`src/rtl/servo_comp_pkg.sv`:
```
// constants, field layout and carrier types for the command compensation
// assumes one control clock; one sample strobe per control-loop period
package servo_comp_pkg;
    localparam int ADDR_W = 8;
    localparam int DATA_W = 32;

    localparam logic [7:0] OFS_BIAS_SPEED = 8'h00;
    localparam logic [7:0] OFS_BIAS_BAND = 8'h04;
    localparam logic [7:0] OFS_FF_GAIN = 8'h08;
    localparam logic [7:0] OFS_FF_FILT = 8'h0c;
    localparam logic [7:0] OFS_CTRL = 8'h10;
    localparam logic [7:0] OFS_STATUS = 8'h14;
    localparam logic [7:0] OFS_FF_TERM = 8'h18;

    // upper limits of the settings: 450 r/min, 250 units, 100 %, 6400 steps
    localparam logic [15:0] BIAS_SPEED_MAX = 16'h01c2;
    localparam logic [15:0] BIAS_BAND_MAX = 16'h00fa;
    localparam logic [15:0] FF_GAIN_MAX = 16'h0064;
    localparam logic [15:0] FF_FILT_MAX = 16'h1900;

    localparam logic [15:0] BIAS_SPEED_RST = 16'h0000;
    localparam logic [15:0] BIAS_BAND_RST = 16'h0000;
    localparam logic [7:0] FF_GAIN_RST = 8'h00;
    localparam logic [12:0] FF_FILT_RST = 13'h0000;
    localparam logic [3:0] TSEL_RST = 4'h0;

    localparam int CTRL_POS_FF_BIT = 0;
    localparam int CTRL_TSEL_LSB = 4;
    localparam int TSEL_W = 4;
    localparam logic [3:0] TSEL_TORQUE_FF = 4'h2;
    localparam int STATUS_BIAS_BIT = 0;
    localparam int STATUS_BUSY_BIT = 1;

    // 655/65536 stands in for 1/100 (0.05 % low)
    localparam logic [9:0] PCT_RECIP = 10'h28f;
    localparam int PCT_SHIFT = 16;
    // filter time constant step, microseconds
    localparam int FILT_STEP_US = 10;

    typedef struct packed {
        logic [31:0] pos_cmd;
        logic [31:0] deviation;
        logic [15:0] speed_cmd;
        logic [15:0] torque_cmd;
        logic [15:0] option_cmd;
    } cmd_in_t;

    typedef struct packed {
        logic [15:0] speed_ref;
        logic [15:0] torque_ref;
    } ref_out_t;

    typedef enum logic [1:0] {
        M_IDLE = 2'b01,
        M_BUSY = 2'b10
    } main_state_t;

    typedef enum logic [3:0] {
        F_IDLE = 4'b0001,
        F_DIV = 4'b0010,
        F_APPLY = 4'b0100,
        F_DONE = 4'b1000
    } filt_state_t;

    function automatic logic [15:0] sat16(input logic signed [33:0] v);
        if (v > 34'sh0_0000_7fff) begin
            sat16 = 16'h7fff;
        end else if (v < 34'sh3_ffff_8000) begin
            sat16 = 16'h8000;
        end else begin
            sat16 = v[15:0];
        end
    endfunction
endpackage

```
`src/rtl/ff_lag_filter.sv`:
```
// first-order lag on the feed-forward term, one update per start
// assumes starts spaced by more than W+12 enabled clocks
`timescale 1ns/1ps
module ff_lag_filter
    import servo_comp_pkg::*;
#(
    parameter int W = 32,
    parameter int STEPS = 10
) (
    input wire logic i_sys_clk,
    input wire logic i_resetn,
    input wire logic i_ce,
    input wire logic i_start,
    input wire logic [W-1:0] i_x,
    input wire logic [12:0] i_tconst,
    output logic [W-1:0] o_y,
    output logic o_done
);
    localparam int WE = W + 1;
    localparam int NUM_W = W + 9;
    localparam int DEN_W = 14;
    localparam int CNT_W = 6;

    filt_state_t st_q, st_d;
    logic [W-1:0] y_q, y_d;
    logic [NUM_W-1:0] num_q, num_d;
    logic [DEN_W-1:0] rem_q, rem_d, den_q, den_d;
    logic [CNT_W-1:0] cnt_q, cnt_d;
    logic neg_q, neg_d, done_q, done_d;
    logic [W:0] err, mag;
    logic [DEN_W:0] trial;

    // y += (x - y) * ts / (t + ts), restoring division one bit per clock;
    // truncation leaves a residue below one step of the divider
    always_comb begin
        st_d = st_q;
        y_d = y_q;
        num_d = num_q;
        rem_d = rem_q;
        den_d = den_q;
        cnt_d = cnt_q;
        neg_d = neg_q;
        done_d = 1'b0;
        err = {i_x[W-1], i_x} - {y_q[W-1], y_q};
        mag = err[W] ? WE'(-err) : err;
        trial = {rem_q, num_q[NUM_W-1]};
        case (st_q)
            F_IDLE: begin
                if (i_start && i_tconst == 13'h0000) begin
                    y_d = i_x;
                    st_d = F_DONE;
                end else if (i_start) begin
                    neg_d = err[W];
                    num_d = NUM_W'(mag) * NUM_W'(STEPS);
                    den_d = DEN_W'(i_tconst) + DEN_W'(STEPS);
                    rem_d = '0;
                    cnt_d = '0;
                    st_d = F_DIV;
                end
            end
            F_DIV: begin
                if (trial >= {1'b0, den_q}) begin
                    rem_d = DEN_W'(trial - {1'b0, den_q});
                    num_d = {num_q[NUM_W-2:0], 1'b1};
                end else begin
                    rem_d = trial[DEN_W-1:0];
                    num_d = {num_q[NUM_W-2:0], 1'b0};
                end
                cnt_d = cnt_q + 1'b1;
                if (cnt_q == CNT_W'(NUM_W - 1)) begin
                    st_d = F_APPLY;
                end
            end
            F_APPLY: begin
                y_d = neg_q ? W'({y_q[W-1], y_q} - num_q[W:0])
                            : W'({y_q[W-1], y_q} + num_q[W:0]);
                st_d = F_DONE;
            end
            F_DONE: begin
                done_d = 1'b1;
                st_d = F_IDLE;
            end
            default: st_d = F_IDLE;
        endcase
    end

    always_ff @(posedge i_sys_clk) begin
        if (!i_resetn) begin
            st_q <= F_IDLE;
            y_q <= '0;
            num_q <= '0;
            rem_q <= '0;
            den_q <= '0;
            cnt_q <= '0;
            neg_q <= 1'b0;
            done_q <= 1'b0;
        end else if (i_ce) begin
            st_q <= st_d;
            y_q <= y_d;
            num_q <= num_d;
            rem_q <= rem_d;
            den_q <= den_d;
            cnt_q <= cnt_d;
            neg_q <= neg_d;
            done_q <= done_d;
        end
    end

    assign o_y = y_q;
    assign o_done = done_q;
endmodule // ff_lag_filter

```
`src/rtl/servo_command_compensation.sv`:
```
// bias injection, position feed-forward and torque feed-forward
// assumes i_sample once per control period, inputs synchronous to clock
//
// Chosen here: the plain strobed port and the placing of the registers.
`timescale 1ns/1ps
//
// Function
// - add bias speed while deviation exceeds band
// - stop bias once deviation within band
// - bias speed limited to 0..450 r/min
// - bias band limited to 0..250 units
// - add position command differential to speed
// - scale feed-forward by 0..100 percent gain
// - lag filter, time 0..6400 x 0.01 ms
// - add torque feed-forward to current input
// - select value 2: option value is torque
module servo_command_compensation
    import servo_comp_pkg::*;
#(
    parameter int SAMPLE_US = 100
) (
    input wire logic i_sys_clk,
    input wire logic i_resetn,
    input wire logic i_ce,
    input wire logic [ADDR_W-1:0] i_addr,
    input wire logic [DATA_W-1:0] i_wdata,
    input wire logic i_wr,
    input wire logic i_rd,
    output logic [DATA_W-1:0] o_rdata,
    input wire logic i_sample,
    input wire cmd_in_t i_cmd,
    output ref_out_t o_ref,
    output logic o_ref_valid,
    output logic o_bias_active
);
    // sample period in filter steps; SAMPLE_US must be at least 10
    localparam int SAMPLE_STEPS = SAMPLE_US / FILT_STEP_US;

    logic [15:0] bias_speed_q, bias_speed_d, bias_band_q, bias_band_d;
    logic [7:0] ff_gain_q, ff_gain_d;
    logic [12:0] ff_filt_q, ff_filt_d;
    logic pos_ff_en_q, pos_ff_en_d;
    logic [3:0] tsel_q, tsel_d;
    logic [DATA_W-1:0] rdata_q, rdata_d;

    main_state_t st_q, st_d;
    cmd_in_t cmd_q, cmd_d;
    logic [31:0] prev_pos_q, prev_pos_d;
    logic primed_q, primed_d;
    logic bias_active_q, bias_active_d;
    logic [15:0] bias_term_q, bias_term_d;
    ref_out_t ref_q, ref_d;
    logic valid_q, valid_d;

    logic [31:0] dev_abs, filt_x, filt_y;
    logic exceed, filt_start, filt_done;
    logic signed [32:0] pos_diff;
    logic signed [50:0] ff_prod;
    logic [31:0] ff_use;
    logic [15:0] tff_use;

    // writes above the range saturate rather than wrap
    function automatic logic [15:0] clamp16(input logic [31:0] v,
                                            input logic [15:0] maxv);
        if (v > {16'h0000, maxv}) begin
            clamp16 = maxv;
        end else begin
            clamp16 = v[15:0];
        end
    endfunction

    always_comb begin
        bias_speed_d = bias_speed_q;
        bias_band_d = bias_band_q;
        ff_gain_d = ff_gain_q;
        ff_filt_d = ff_filt_q;
        pos_ff_en_d = pos_ff_en_q;
        tsel_d = tsel_q;
        rdata_d = '0;
        if (i_wr) begin
            case (i_addr)
                OFS_BIAS_SPEED:
                    bias_speed_d = clamp16(i_wdata, BIAS_SPEED_MAX);
                OFS_BIAS_BAND:
                    bias_band_d = clamp16(i_wdata, BIAS_BAND_MAX);
                OFS_FF_GAIN:
                    ff_gain_d = 8'(clamp16(i_wdata, FF_GAIN_MAX));
                OFS_FF_FILT:
                    ff_filt_d = 13'(clamp16(i_wdata, FF_FILT_MAX));
                OFS_CTRL: begin
                    pos_ff_en_d = i_wdata[CTRL_POS_FF_BIT];
                    tsel_d = i_wdata[CTRL_TSEL_LSB +: TSEL_W];
                end
                default: ;
            endcase
        end
        if (i_rd) begin
            case (i_addr)
                OFS_BIAS_SPEED: rdata_d = {16'h0000, bias_speed_q};
                OFS_BIAS_BAND: rdata_d = {16'h0000, bias_band_q};
                OFS_FF_GAIN: rdata_d = {24'h000000, ff_gain_q};
                OFS_FF_FILT: rdata_d = {19'h00000, ff_filt_q};
                OFS_CTRL: rdata_d = {24'h000000, tsel_q, 3'b000, pos_ff_en_q};
                OFS_STATUS: begin
                    rdata_d[STATUS_BIAS_BIT] = bias_active_q;
                    rdata_d[STATUS_BUSY_BIT] = (st_q != M_IDLE);
                end
                OFS_FF_TERM: rdata_d = filt_y;
                default: rdata_d = '0;
            endcase
        end
    end

    always_ff @(posedge i_sys_clk) begin
        if (!i_resetn) begin
            bias_speed_q <= BIAS_SPEED_RST;
            bias_band_q <= BIAS_BAND_RST;
            ff_gain_q <= FF_GAIN_RST;
            ff_filt_q <= FF_FILT_RST;
            pos_ff_en_q <= 1'b0;
            tsel_q <= TSEL_RST;
            rdata_q <= '0;
        end else if (i_ce) begin
            bias_speed_q <= bias_speed_d;
            bias_band_q <= bias_band_d;
            ff_gain_q <= ff_gain_d;
            ff_filt_q <= ff_filt_d;
            pos_ff_en_q <= pos_ff_en_d;
            tsel_q <= tsel_d;
            rdata_q <= rdata_d;
        end
    end

    // the first sample after reset has no predecessor, so its difference
    // is forced to zero instead of a step from a zero position
    always_comb begin
        st_d = st_q;
        cmd_d = cmd_q;
        prev_pos_d = prev_pos_q;
        primed_d = primed_q;
        bias_active_d = bias_active_q;
        bias_term_d = bias_term_q;
        ref_d = ref_q;
        valid_d = 1'b0;
        filt_start = 1'b0;
        dev_abs = i_cmd.deviation[31] ? 32'(-i_cmd.deviation)
                                      : i_cmd.deviation;
        exceed = dev_abs > {16'h0000, bias_band_q};
        pos_diff = $signed({i_cmd.pos_cmd[31], i_cmd.pos_cmd})
                 - $signed({prev_pos_q[31], prev_pos_q});
        ff_prod = pos_diff * $signed({1'b0, ff_gain_q})
                * $signed({1'b0, PCT_RECIP});
        filt_x = primed_q ? ff_prod[PCT_SHIFT +: 32] : 32'h00000000;
        ff_use = pos_ff_en_q ? filt_y : 32'h00000000;
        tff_use = (tsel_q == TSEL_TORQUE_FF) ? cmd_q.option_cmd
                                             : 16'h0000;
        case (st_q)
            M_IDLE: begin
                if (i_sample) begin
                    cmd_d = i_cmd;
                    prev_pos_d = i_cmd.pos_cmd;
                    primed_d = 1'b1;
                    bias_active_d = exceed;
                    if (!exceed) begin
                        bias_term_d = 16'h0000;
                    end else if (i_cmd.deviation[31]) begin
                        bias_term_d = 16'(-bias_speed_q);
                    end else begin
                        bias_term_d = bias_speed_q;
                    end
                    filt_start = 1'b1;
                    st_d = M_BUSY;
                end
            end
            M_BUSY: begin
                if (filt_done) begin
                    ref_d.speed_ref = sat16(34'($signed(cmd_q.speed_cmd))
                                    + 34'($signed(ff_use))
                                    + 34'($signed(bias_term_q)));
                    ref_d.torque_ref = sat16(34'($signed(cmd_q.torque_cmd))
                                     + 34'($signed(tff_use)));
                    valid_d = 1'b1;
                    st_d = M_IDLE;
                end
            end
            default: st_d = M_IDLE;
        endcase
    end

    always_ff @(posedge i_sys_clk) begin
        if (!i_resetn) begin
            st_q <= M_IDLE;
            cmd_q <= '0;
            prev_pos_q <= '0;
            primed_q <= 1'b0;
            bias_active_q <= 1'b0;
            bias_term_q <= '0;
            ref_q <= '0;
            valid_q <= 1'b0;
        end else if (i_ce) begin
            st_q <= st_d;
            cmd_q <= cmd_d;
            prev_pos_q <= prev_pos_d;
            primed_q <= primed_d;
            bias_active_q <= bias_active_d;
            bias_term_q <= bias_term_d;
            ref_q <= ref_d;
            valid_q <= valid_d;
        end
    end

    ff_lag_filter #(
        .W(32),
        .STEPS(SAMPLE_STEPS)
    ) u_lag (
        .i_sys_clk(i_sys_clk),
        .i_resetn(i_resetn),
        .i_ce(i_ce),
        .i_start(filt_start),
        .i_x(filt_x),
        .i_tconst(ff_filt_q),
        .o_y(filt_y),
        .o_done(filt_done)
    );

    assign o_rdata = rdata_q;
    assign o_ref = ref_q;
    assign o_ref_valid = valid_q;
    assign o_bias_active = bias_active_q;
endmodule // servo_command_compensation

```
`config.mk`:
```
export PLATFORM = sky130hd
export DESIGN_NAME = servo_command_compensation
export DESIGN_NICKNAME = d
export VERILOG_FILES = /design/src/rtl/servo_comp_pkg.sv /design/src/rtl/ff_lag_filter.sv /design/src/rtl/servo_command_compensation.sv
export SDC_FILE = /design/constraint.sdc
export NUM_CORES = 2
export LEC_CHECK = 0
export CAP_MARGIN = 20
export CELL_PAD_IN_SITES_DETAIL_PLACEMENT = 0
export CELL_PAD_IN_SITES_GLOBAL_PLACEMENT = 1
export CORE_UTILIZATION = 50
export DETAILED_ROUTE_END_ITERATION = 8
export DONT_BUFFER_PORTS = 1
export GPL_TIMING_DRIVEN = 0
export PLACE_DENSITY_LB_ADDON = 0.1
export SLEW_MARGIN = 20
export SYNTH_ARGS = -nofsm -noshare
export SYNTH_HDL_FRONTEND = slang
export SYNTH_HIERARCHICAL = 1
export SYNTH_SLANG_ARGS = --single-unit
```
`constraint.sdc`:
```
create_clock -name i_sys_clk -period 43.9 [get_ports i_sys_clk]
set_input_delay 2.195 -clock i_sys_clk [delete_from_list [all_inputs] [get_ports i_sys_clk]]
set_output_delay 2.195 -clock i_sys_clk [all_outputs]
set_load 0.02 [all_outputs]
```
Word level (Yosys, flattened, before mapping)
Index checks and enable logic that the tools add are counted.
{ "totals": {"register_bits": 336, "input_bits": 158, "wordCells": 136} }
{ "op_classes": {"add_sub_neg": 13, "multipliers": 3, "n_lt_le_gt_ge": 10, "n_eq_ne": 22, "muxes": 44, "bitwise_logic": 1, "reduce_logical": 17} }
{ "ops": {"columns": ["cell", "n"], "rows": [
  ["$mux W32", 6],
  ["$pmux W30 S6", 1],
  ["$mux W16", 9],
  ["$mux W41", 2],
  ["$pmux W41 S2", 1],
  ["$sub A32 B32 Y33", 2],
  ["$pmux W32 S2", 1],
  ["$mul A42 B11 Y48 const B", 1],
  ["$mul A33 B9 Y42", 1],
  ["$mux W14", 3],
  ["$mul A33 B3 Y36 const B", 1],
  ["$add A33 B16 Y34", 1],
  ["$gt A34 B16 Y1 const B", 1],
  ["$lt A34 B16 Y1 const B", 1],
  ["$add A16 B32 Y33", 1],
  ["$mux W33", 1],
  ["$neg A33 Y33", 1],
  ["$add A32 B32 Y32", 1],
  ["$gt A32 B13 Y1 const B", 1],
  ["$gt A32 B16 Y1", 1],
  ["$gt A32 B7 Y1 const B", 1],
  ["$gt A32 B8 Y1 const B", 1],
  ["$gt A32 B9 Y1 const B", 1],
  ["$neg A32 Y32", 1],
  ["other kinds (40)", 69]
]} }

Longest topological paths before layout
{ "logic_depth": {"word_depth": 11, "depth_mapped": 76} }

By module
Netlist, hierarchy kept.
{ "by_module_without_submodules": {"columns": ["mod", "n_inst", "cells_each", "area_per_inst_um2", "seq_area_each_um2"], "rows": [
  ["servo_command_compensation", 1, 3753, 31994.4, 4464.3],
  ["ff_lag_filter", 1, 1732, 12723.5, 2262.2]
]} }

Worst setup path after synthesis
Ideal clock, no wire load.
{ "synth_path": {"kind": "in2reg", "startpoint": "input port i_cmd[81] in the netlist's numbering", "endpoint": "register u_lag.num_q[35]", "setup_ns": 0.095, "arrival_time_ns": 18.554, "t_required_ns": 43.805, "path_slack_ns": 25.251, "stages": 72, "cell_sequence": "ha_1 > nor2b_1 > o21a_1 > o21ai_0 > a21oi_1 > o21ai_0 > a21oi_1 > o21a_1 > o21ai_0 > a21boi_0 > o21a_1 > or3b_2 > fa_1 > inv_1 > fa_1 > fa_1 > inv_1 > fa_1 > (+36 left out) > a211o_1 > a31oi_1 > clkbuf_1 > clkbuf_1 > nand2_1 > xnor2_1 > ha_1 > ha_1 > a21o_1 > a21o_1 > nand4_1 > nor4bb_1 > a311oi_1 > a2111oi_0 > nor3_1 > nor3_1 > or4b_1 > o311ai_1"} }
{ "synth_between": {"elab_chain_len": 11} }
{ "synth_rtl": {"columns": ["item", "line", "text"], "rows": [
  ["from (decl)", "servo_command_compensation.sv:31", "input wire cmd_in_t i_cmd,"],
  ["$sub A32 B32 Y33 *", "servo_command_compensation.sv:150", "- $signed({prev_pos_q[31], prev_pos_q});"],
  ["$mul A33 B9 Y42 *", "servo_command_compensation.sv:151", "ff_prod = pos_diff * $signed({1'b0, ff_gain_q})"],
  ["$mul A42 B11 Y48 *", "servo_command_compensation.sv:152", "* $signed({1'b0, PCT_RECIP});"],
  ["$mux W32 *", "servo_command_compensation.sv:153", "filt_x = primed_q ? ff_prod[PCT_SHIFT +: 32] : 32'h00000000;"],
  ["via filt_x[25]", "servo_command_compensation.sv:55", "logic [31:0] dev_abs, filt_x, filt_y;"],
  ["$sub A32 B32 Y33 *", "ff_lag_filter.sv:44", "err = {i_x[W-1], i_x} - {y_q[W-1], y_q};"],
  ["$neg A33 Y33", "ff_lag_filter.sv:45", "mag = err[W] ? WE'(-err) : err;"],
  ["$mux W33 *", "ff_lag_filter.sv:45", null],
  ["$mul A33 B3 Y36 *", "ff_lag_filter.sv:54", "num_d = NUM_W'(mag) * NUM_W'(STEPS);"],
  ["$mux W41 *", "ff_lag_filter.sv:52", "end else if (i_start) begin"],
  ["$mux W41 *", "ff_lag_filter.sv:49", "if (i_start && i_tconst == 13'h0000) begin"],
  ["$pmux W41 S2 *", "ff_lag_filter.sv:47", "case (st_q)"],
  ["to (signal assigned)", "ff_lag_filter.sv:100", "num_q <= num_d;"],
  ["to (decl)", "ff_lag_filter.sv:26", "logic [NUM_W-1:0] num_q, num_d;"]
]} }
The timed path passes the listed nets; every way through them passes the cells marked *. The select of a mux whose other input is x is not followed.
A chain may end at the register's enable or synchronous reset.

Worst setup path after layout
{ "layout_path": {"startpoint": "input port i_cmd[80] in the netlist's numbering", "endpoint": "register u_lag.num_q[32]"} }
The elaborated chain is that of the path after synthesis.

==> impl_metrics.xml <==
<?xml version="1.0" encoding="UTF-8"?>
<metrics>
  <group name="clock_network">
    <metric name="worst_skew_pair.late_latency" unit="ns">0.64</metric>
    <metric name="cts-root-to-sink-buffers" unit="">3</metric>
    <metric name="cts_made_buffers" unit="">42</metric>
    <metric name="cts.clk_slew.worst_paths" unit="ns">0.06</metric>
    <metric name="cts-htree-levels" unit="">2</metric>
    <metric name="clkSinkCount" unit="">336</metric>
    <metric name="post-cts-setup-buffer-count" unit="">0</metric>
    <metric name="clk_root_buffer_cell" unit="">sky130_fd_sc_hd__clkbuf_16</metric>
    <metric name="cts.hold.buffers_added" unit="">0</metric>
    <metric name="cts_tree" unit="">built</metric>
    <metric name="cts.repair.resized" unit="">0</metric>
  </group>
  <group name="timing">
    <metric name="slew_worst_pin" unit="ns">1.138</metric>
    <metric name="final-setup-viol-count" unit="">0</metric>
    <metric name="finalCritPeriodShare" unit="%">49.12</metric>
    <metric name="setup_total_negative_slack" unit="ns">0</metric>
    <metric name="fmax" unit="MHz">46.37</metric>
    <metric name="clock_skew" unit="ns">0.05157</metric>
    <metric name="worst_slew_margin_rel" unit="%">24.16</metric>
    <metric name="timing.final.hold_violations" unit="">0</metric>
    <metric name="min_period" unit="ns">21.56</metric>
    <metric name="final-max-slew-violation-count" unit="">0</metric>
    <metric name="setup_repair_after_global_routing_missed_its_margin" unit="">false</metric>
  </group>
  <group name="logic_synthesis">
    <metric name="ys.flop_type" unit="">sky130_fd_sc_hd__dfxtp_1</metric>
    <metric name="muxShareOfSynthArea" unit="%">1.304</metric>
    <metric name="area_share_of_and_or_nand_nor_cells_after_synthesis" unit="%">19.11</metric>
    <metric name="yosys.area_share.adder" unit="%">31.06</metric>
    <metric name="synthesis.yosys.warnings" unit="">6</metric>
    <metric name="yosysUniqueCellTypes" unit="">105</metric>
    <metric name="syn_area_per_cell" unit="um2">8.153</metric>
    <metric name="dominant_combinational_cell_family_by_area_after_synthesis" unit="">adder cells</metric>
    <metric name="synth-compound-area-share" unit="%">19.53</metric>
    <metric name="synth_area" unit="um2">44720</metric>
    <metric name="synth_enable_flop_cells" unit="">0</metric>
    <metric name="yosys_register_bits" unit="">336</metric>
    <metric name="net_count_after_synthesis" unit="">6518</metric>
    <metric name="synth.yosys.seq_area_share" unit="%">15.04</metric>
    <metric name="ys_async_sr_fraction" unit="%">0</metric>
    <metric name="synth_xor_xnor_area_share" unit="%">6.346</metric>
    <metric name="netlist_instances" unit="">5485</metric>
  </group>
  <group name="worst_setup_path">
    <metric name="worst_ep_arrival_time" unit="ns">22.08</metric>
    <metric name="critPathBufInv" unit="">9</metric>
    <metric name="worstSetupEndpointType" unit="">flop</metric>
    <metric name="critical_path.startpoint" unit="">i_cmd[80]</metric>
    <metric name="max_stage_delay" unit="ns">0.73</metric>
    <metric name="cp_data_required_time" unit="ns">44.41</metric>
    <metric name="crit_type" unit="">primary input to flop</metric>
    <metric name="crit_path_start_kind" unit="">primary input</metric>
    <metric name="critical_path.max_fanout" unit="">10</metric>
    <metric name="worst_path_max_delay_cell" unit="">sky130_fd_sc_hd__xnor2_1</metric>
    <metric name="origin_of_the_critical_flop_to_flop_path" unit="">prev_pos_q[1]$_SDFFE_PN0P_</metric>
    <metric name="worst_path_dominant_cell_family" unit="">compound AO/OA/AOI/OAI gates</metric>
  </group>
  <group name="cells_and_area">
    <metric name="nFillCells" unit="">8608</metric>
    <metric name="multiInputGateArea" unit="um2">34640</metric>
    <metric name="finish.net_count" unit="">6566</metric>
    <metric name="final_design_utilization" unit="%">53.90</metric>
    <metric name="layout.cells.most_common" unit="">sky130_fd_sc_hd__inv_1</metric>
    <metric name="design_area" unit="um2">47710</metric>
    <metric name="layout-drive-gt1-share" unit="%">3.197</metric>
    <metric name="final_cell_mix" unit="">sky130_fd_sc_hd__inv_1 (680), sky130_fd_sc_hd__nand2_1 (558), sky130_fd_sc_hd__ha_1 (483)</metric>
    <metric name="area_growth_synth_to_finish" unit="%">6.693</metric>
    <metric name="seq_area" unit="um2">6729</metric>
  </group>
  <group name="hold_path">
    <metric name="hp-class" unit="">flop to flop</metric>
    <metric name="min_from" unit="">u_lag/num_q[37]$_SDFFE_PN0P_</metric>
  </group>
  <group name="die">
    <metric name="rows" unit="">109</metric>
    <metric name="area_of_the_core_region" unit="um2">88510</metric>
    <metric name="floorplan.io_pins" unit="">224</metric>
    <metric name="die_w" unit="um">301.1</metric>
    <metric name="floorplan.die_area" unit="um2">90640</metric>
    <metric name="die_boundary_height" unit="um">301.1</metric>
    <metric name="initial_cell_density_of_the_core" unit="%">50.52</metric>
  </group>
  <group name="routing">
    <metric name="first_iter_violations" unit="">3108</metric>
    <metric name="route.final.wire_length" unit="um">139100</metric>
    <metric name="postRouteAntennaNets" unit="">0</metric>
    <metric name="dr.pass1.iters" unit="">9</metric>
    <metric name="via_per_inst" unit="">5.828</metric>
    <metric name="wire_per_inst" unit="um">20.66</metric>
    <metric name="num_vias" unit="">39240</metric>
    <metric name="drt_drc_violations_left" unit="">112</metric>
  </group>
  <group name="run">
    <metric name="maxCapViolCount" unit="">0</metric>
  </group>
  <group name="global_route">
    <metric name="grt_start_max_net_pins" unit="">19</metric>
    <metric name="grt_antenna_before_repair" unit="">8</metric>
    <metric name="number_of_global_route_vias_before_repair" unit="">38150</metric>
    <metric name="grt_util_all_layers" unit="%">30.74</metric>
    <metric name="grt_first_pass_wirelength" unit="um">218700</metric>
    <metric name="grt-ovfl-total" unit="">0</metric>
  </group>
  <group name="placed_design">
    <metric name="io_buffers" unit="">0</metric>
    <metric name="half_perimeter_wire_length_of_the_detailed_placement_result" unit="um">114800</metric>
    <metric name="placedInstanceArea" unit="um2">46240</metric>
    <metric name="finalWeightedCongestion" unit="">0.9668</metric>
  </group>
  <group name="run_status">
    <metric name="violations" unit="">DRC</metric>
    <metric name="outcome" unit="">complete, but fails checks</metric>
  </group>
  <group name="power_and_ir_drop">
    <metric name="max-vdd-ir-drop" unit="V">0.00004187</metric>
    <metric name="p_leak" unit="nW">22.42</metric>
    <metric name="power-per-cell-area" unit="nW/um2">33.60</metric>
  </group>
</metrics>
## layout make-up
class                      count  share of cell area (%)
antenna                        1                0.005245
sequential                   336                   14.10
clock buffer                  52                   2.428
buffer                       218                   1.768
multi-input combinational   4249                   72.60
tap                         1165                   3.055
inverter                     682                   5.366
clock inverter                26                  0.6189
timing repair buffer           4                 0.05245
## layer usage
metal / routed length (um) / vias to the layer above / track usage [%]
met5: 13 / - / 0
met1: 64570 / 19010 / 43.69
met3: 8913 / 184 / 4.070
li1: - / 18850 / -
met4: 4035 / 2 / 9.052
met2: 61580 / 1196 / 48.42
## cells in the mapped netlist (all sizes together) (59+ instances only)
cell	n	area, um2
nand3	88	440.4
xor2	103	902.1
nor2b	114	713.2
nor2	298	1124
a211oi	66	518.0
nand2	558	2095
a21o	129	968.4
ha	483	6043
fa	392	7848
inv	681	2556
dfxtp	336	6726
nor3	79	427.9
o21ai	219	1096
and3	59	369.1
and2	234	1464
a21oi	359	1797
xnor2	221	1936
a21boi	92	690.7
clkbuf	195	732.0
## kinds of logic after synthesis
| family | count (synthesis) |
|---|---|
| AO/OA/AOI/OAI | 1309 |
| XOR/XNOR | 324 |
| adder cells (fa/ha/maj) | 875 |
| buffers and inverters | 900 |
| flip-flops | 336 |
| multiplexers | 49 |
| AND/OR/NAND/NOR | 1692 |
## worst paths after layout
kind | endpoint | slack (ns) | depth (start not counted)
worst min register to register | u_lag/num_q[38]$_SDFFE_PN0P_ | 0.45 | 2
worst max-delay path | u_lag/num_q[32]$_SDFFE_PN0P_ | 22.34 | 73
worst max register to register | u_lag/num_q[32]$_SDFFE_PN0P_ | 23.56 | 73
worst min-delay path | u_lag/num_q[38]$_SDFFE_PN0P_ | 0.45 | 2
## report_power, final
part,switching (mW),internal [mW],total [mW]
logic,0.553,0.343,0.896
clock network,0.160,0.209,0.369
registers,0.0204,0.318,0.338
## per-stage QoR
step	setup slack, ns	power, mW	std cells	hold slack [ns]
after floorplan	25.25	1.001	5485	0.4319
after global placement	21.69	1.222	6650	0.4407
after detailed placement	21.99	1.226	6654	0.4451
after CTS	22.59	1.599	6732	0.4545
after global routing	21.15	1.710	6732	0.4715
final	22.34	1.603	6733	0.4527
## worst min-delay path, delay by kind of cell (launching register included)
kind	cells	cell delay [ns]
simple gates	1	0.05
flops	1	0.31
compound gates	1	0.05
## sequential cells by signal, summed over array words and instances (netlist names), 2 cells and up
| name | flops |
|---|---|
| u_lag/den_q | 14 |
| u_lag/o_y | 32 |
| bias_speed_q | 16 |
| o_ref | 32 |
| u_lag/cnt_q | 6 |
| ff_gain_q | 8 |
| bias_term_q | 16 |
| tsel_q | 4 |
| u_lag/rem_q | 14 |
| cmd_q | 48 |
| ff_filt_q | 13 |
| u_lag/st_q | 4 |
| bias_band_q | 16 |
| u_lag/num_q | 41 |
| st_q | 2 |
| o_rdata | 32 |
| prev_pos_q | 32 |
Note: power is estimated with default switching activity, not from simulation.
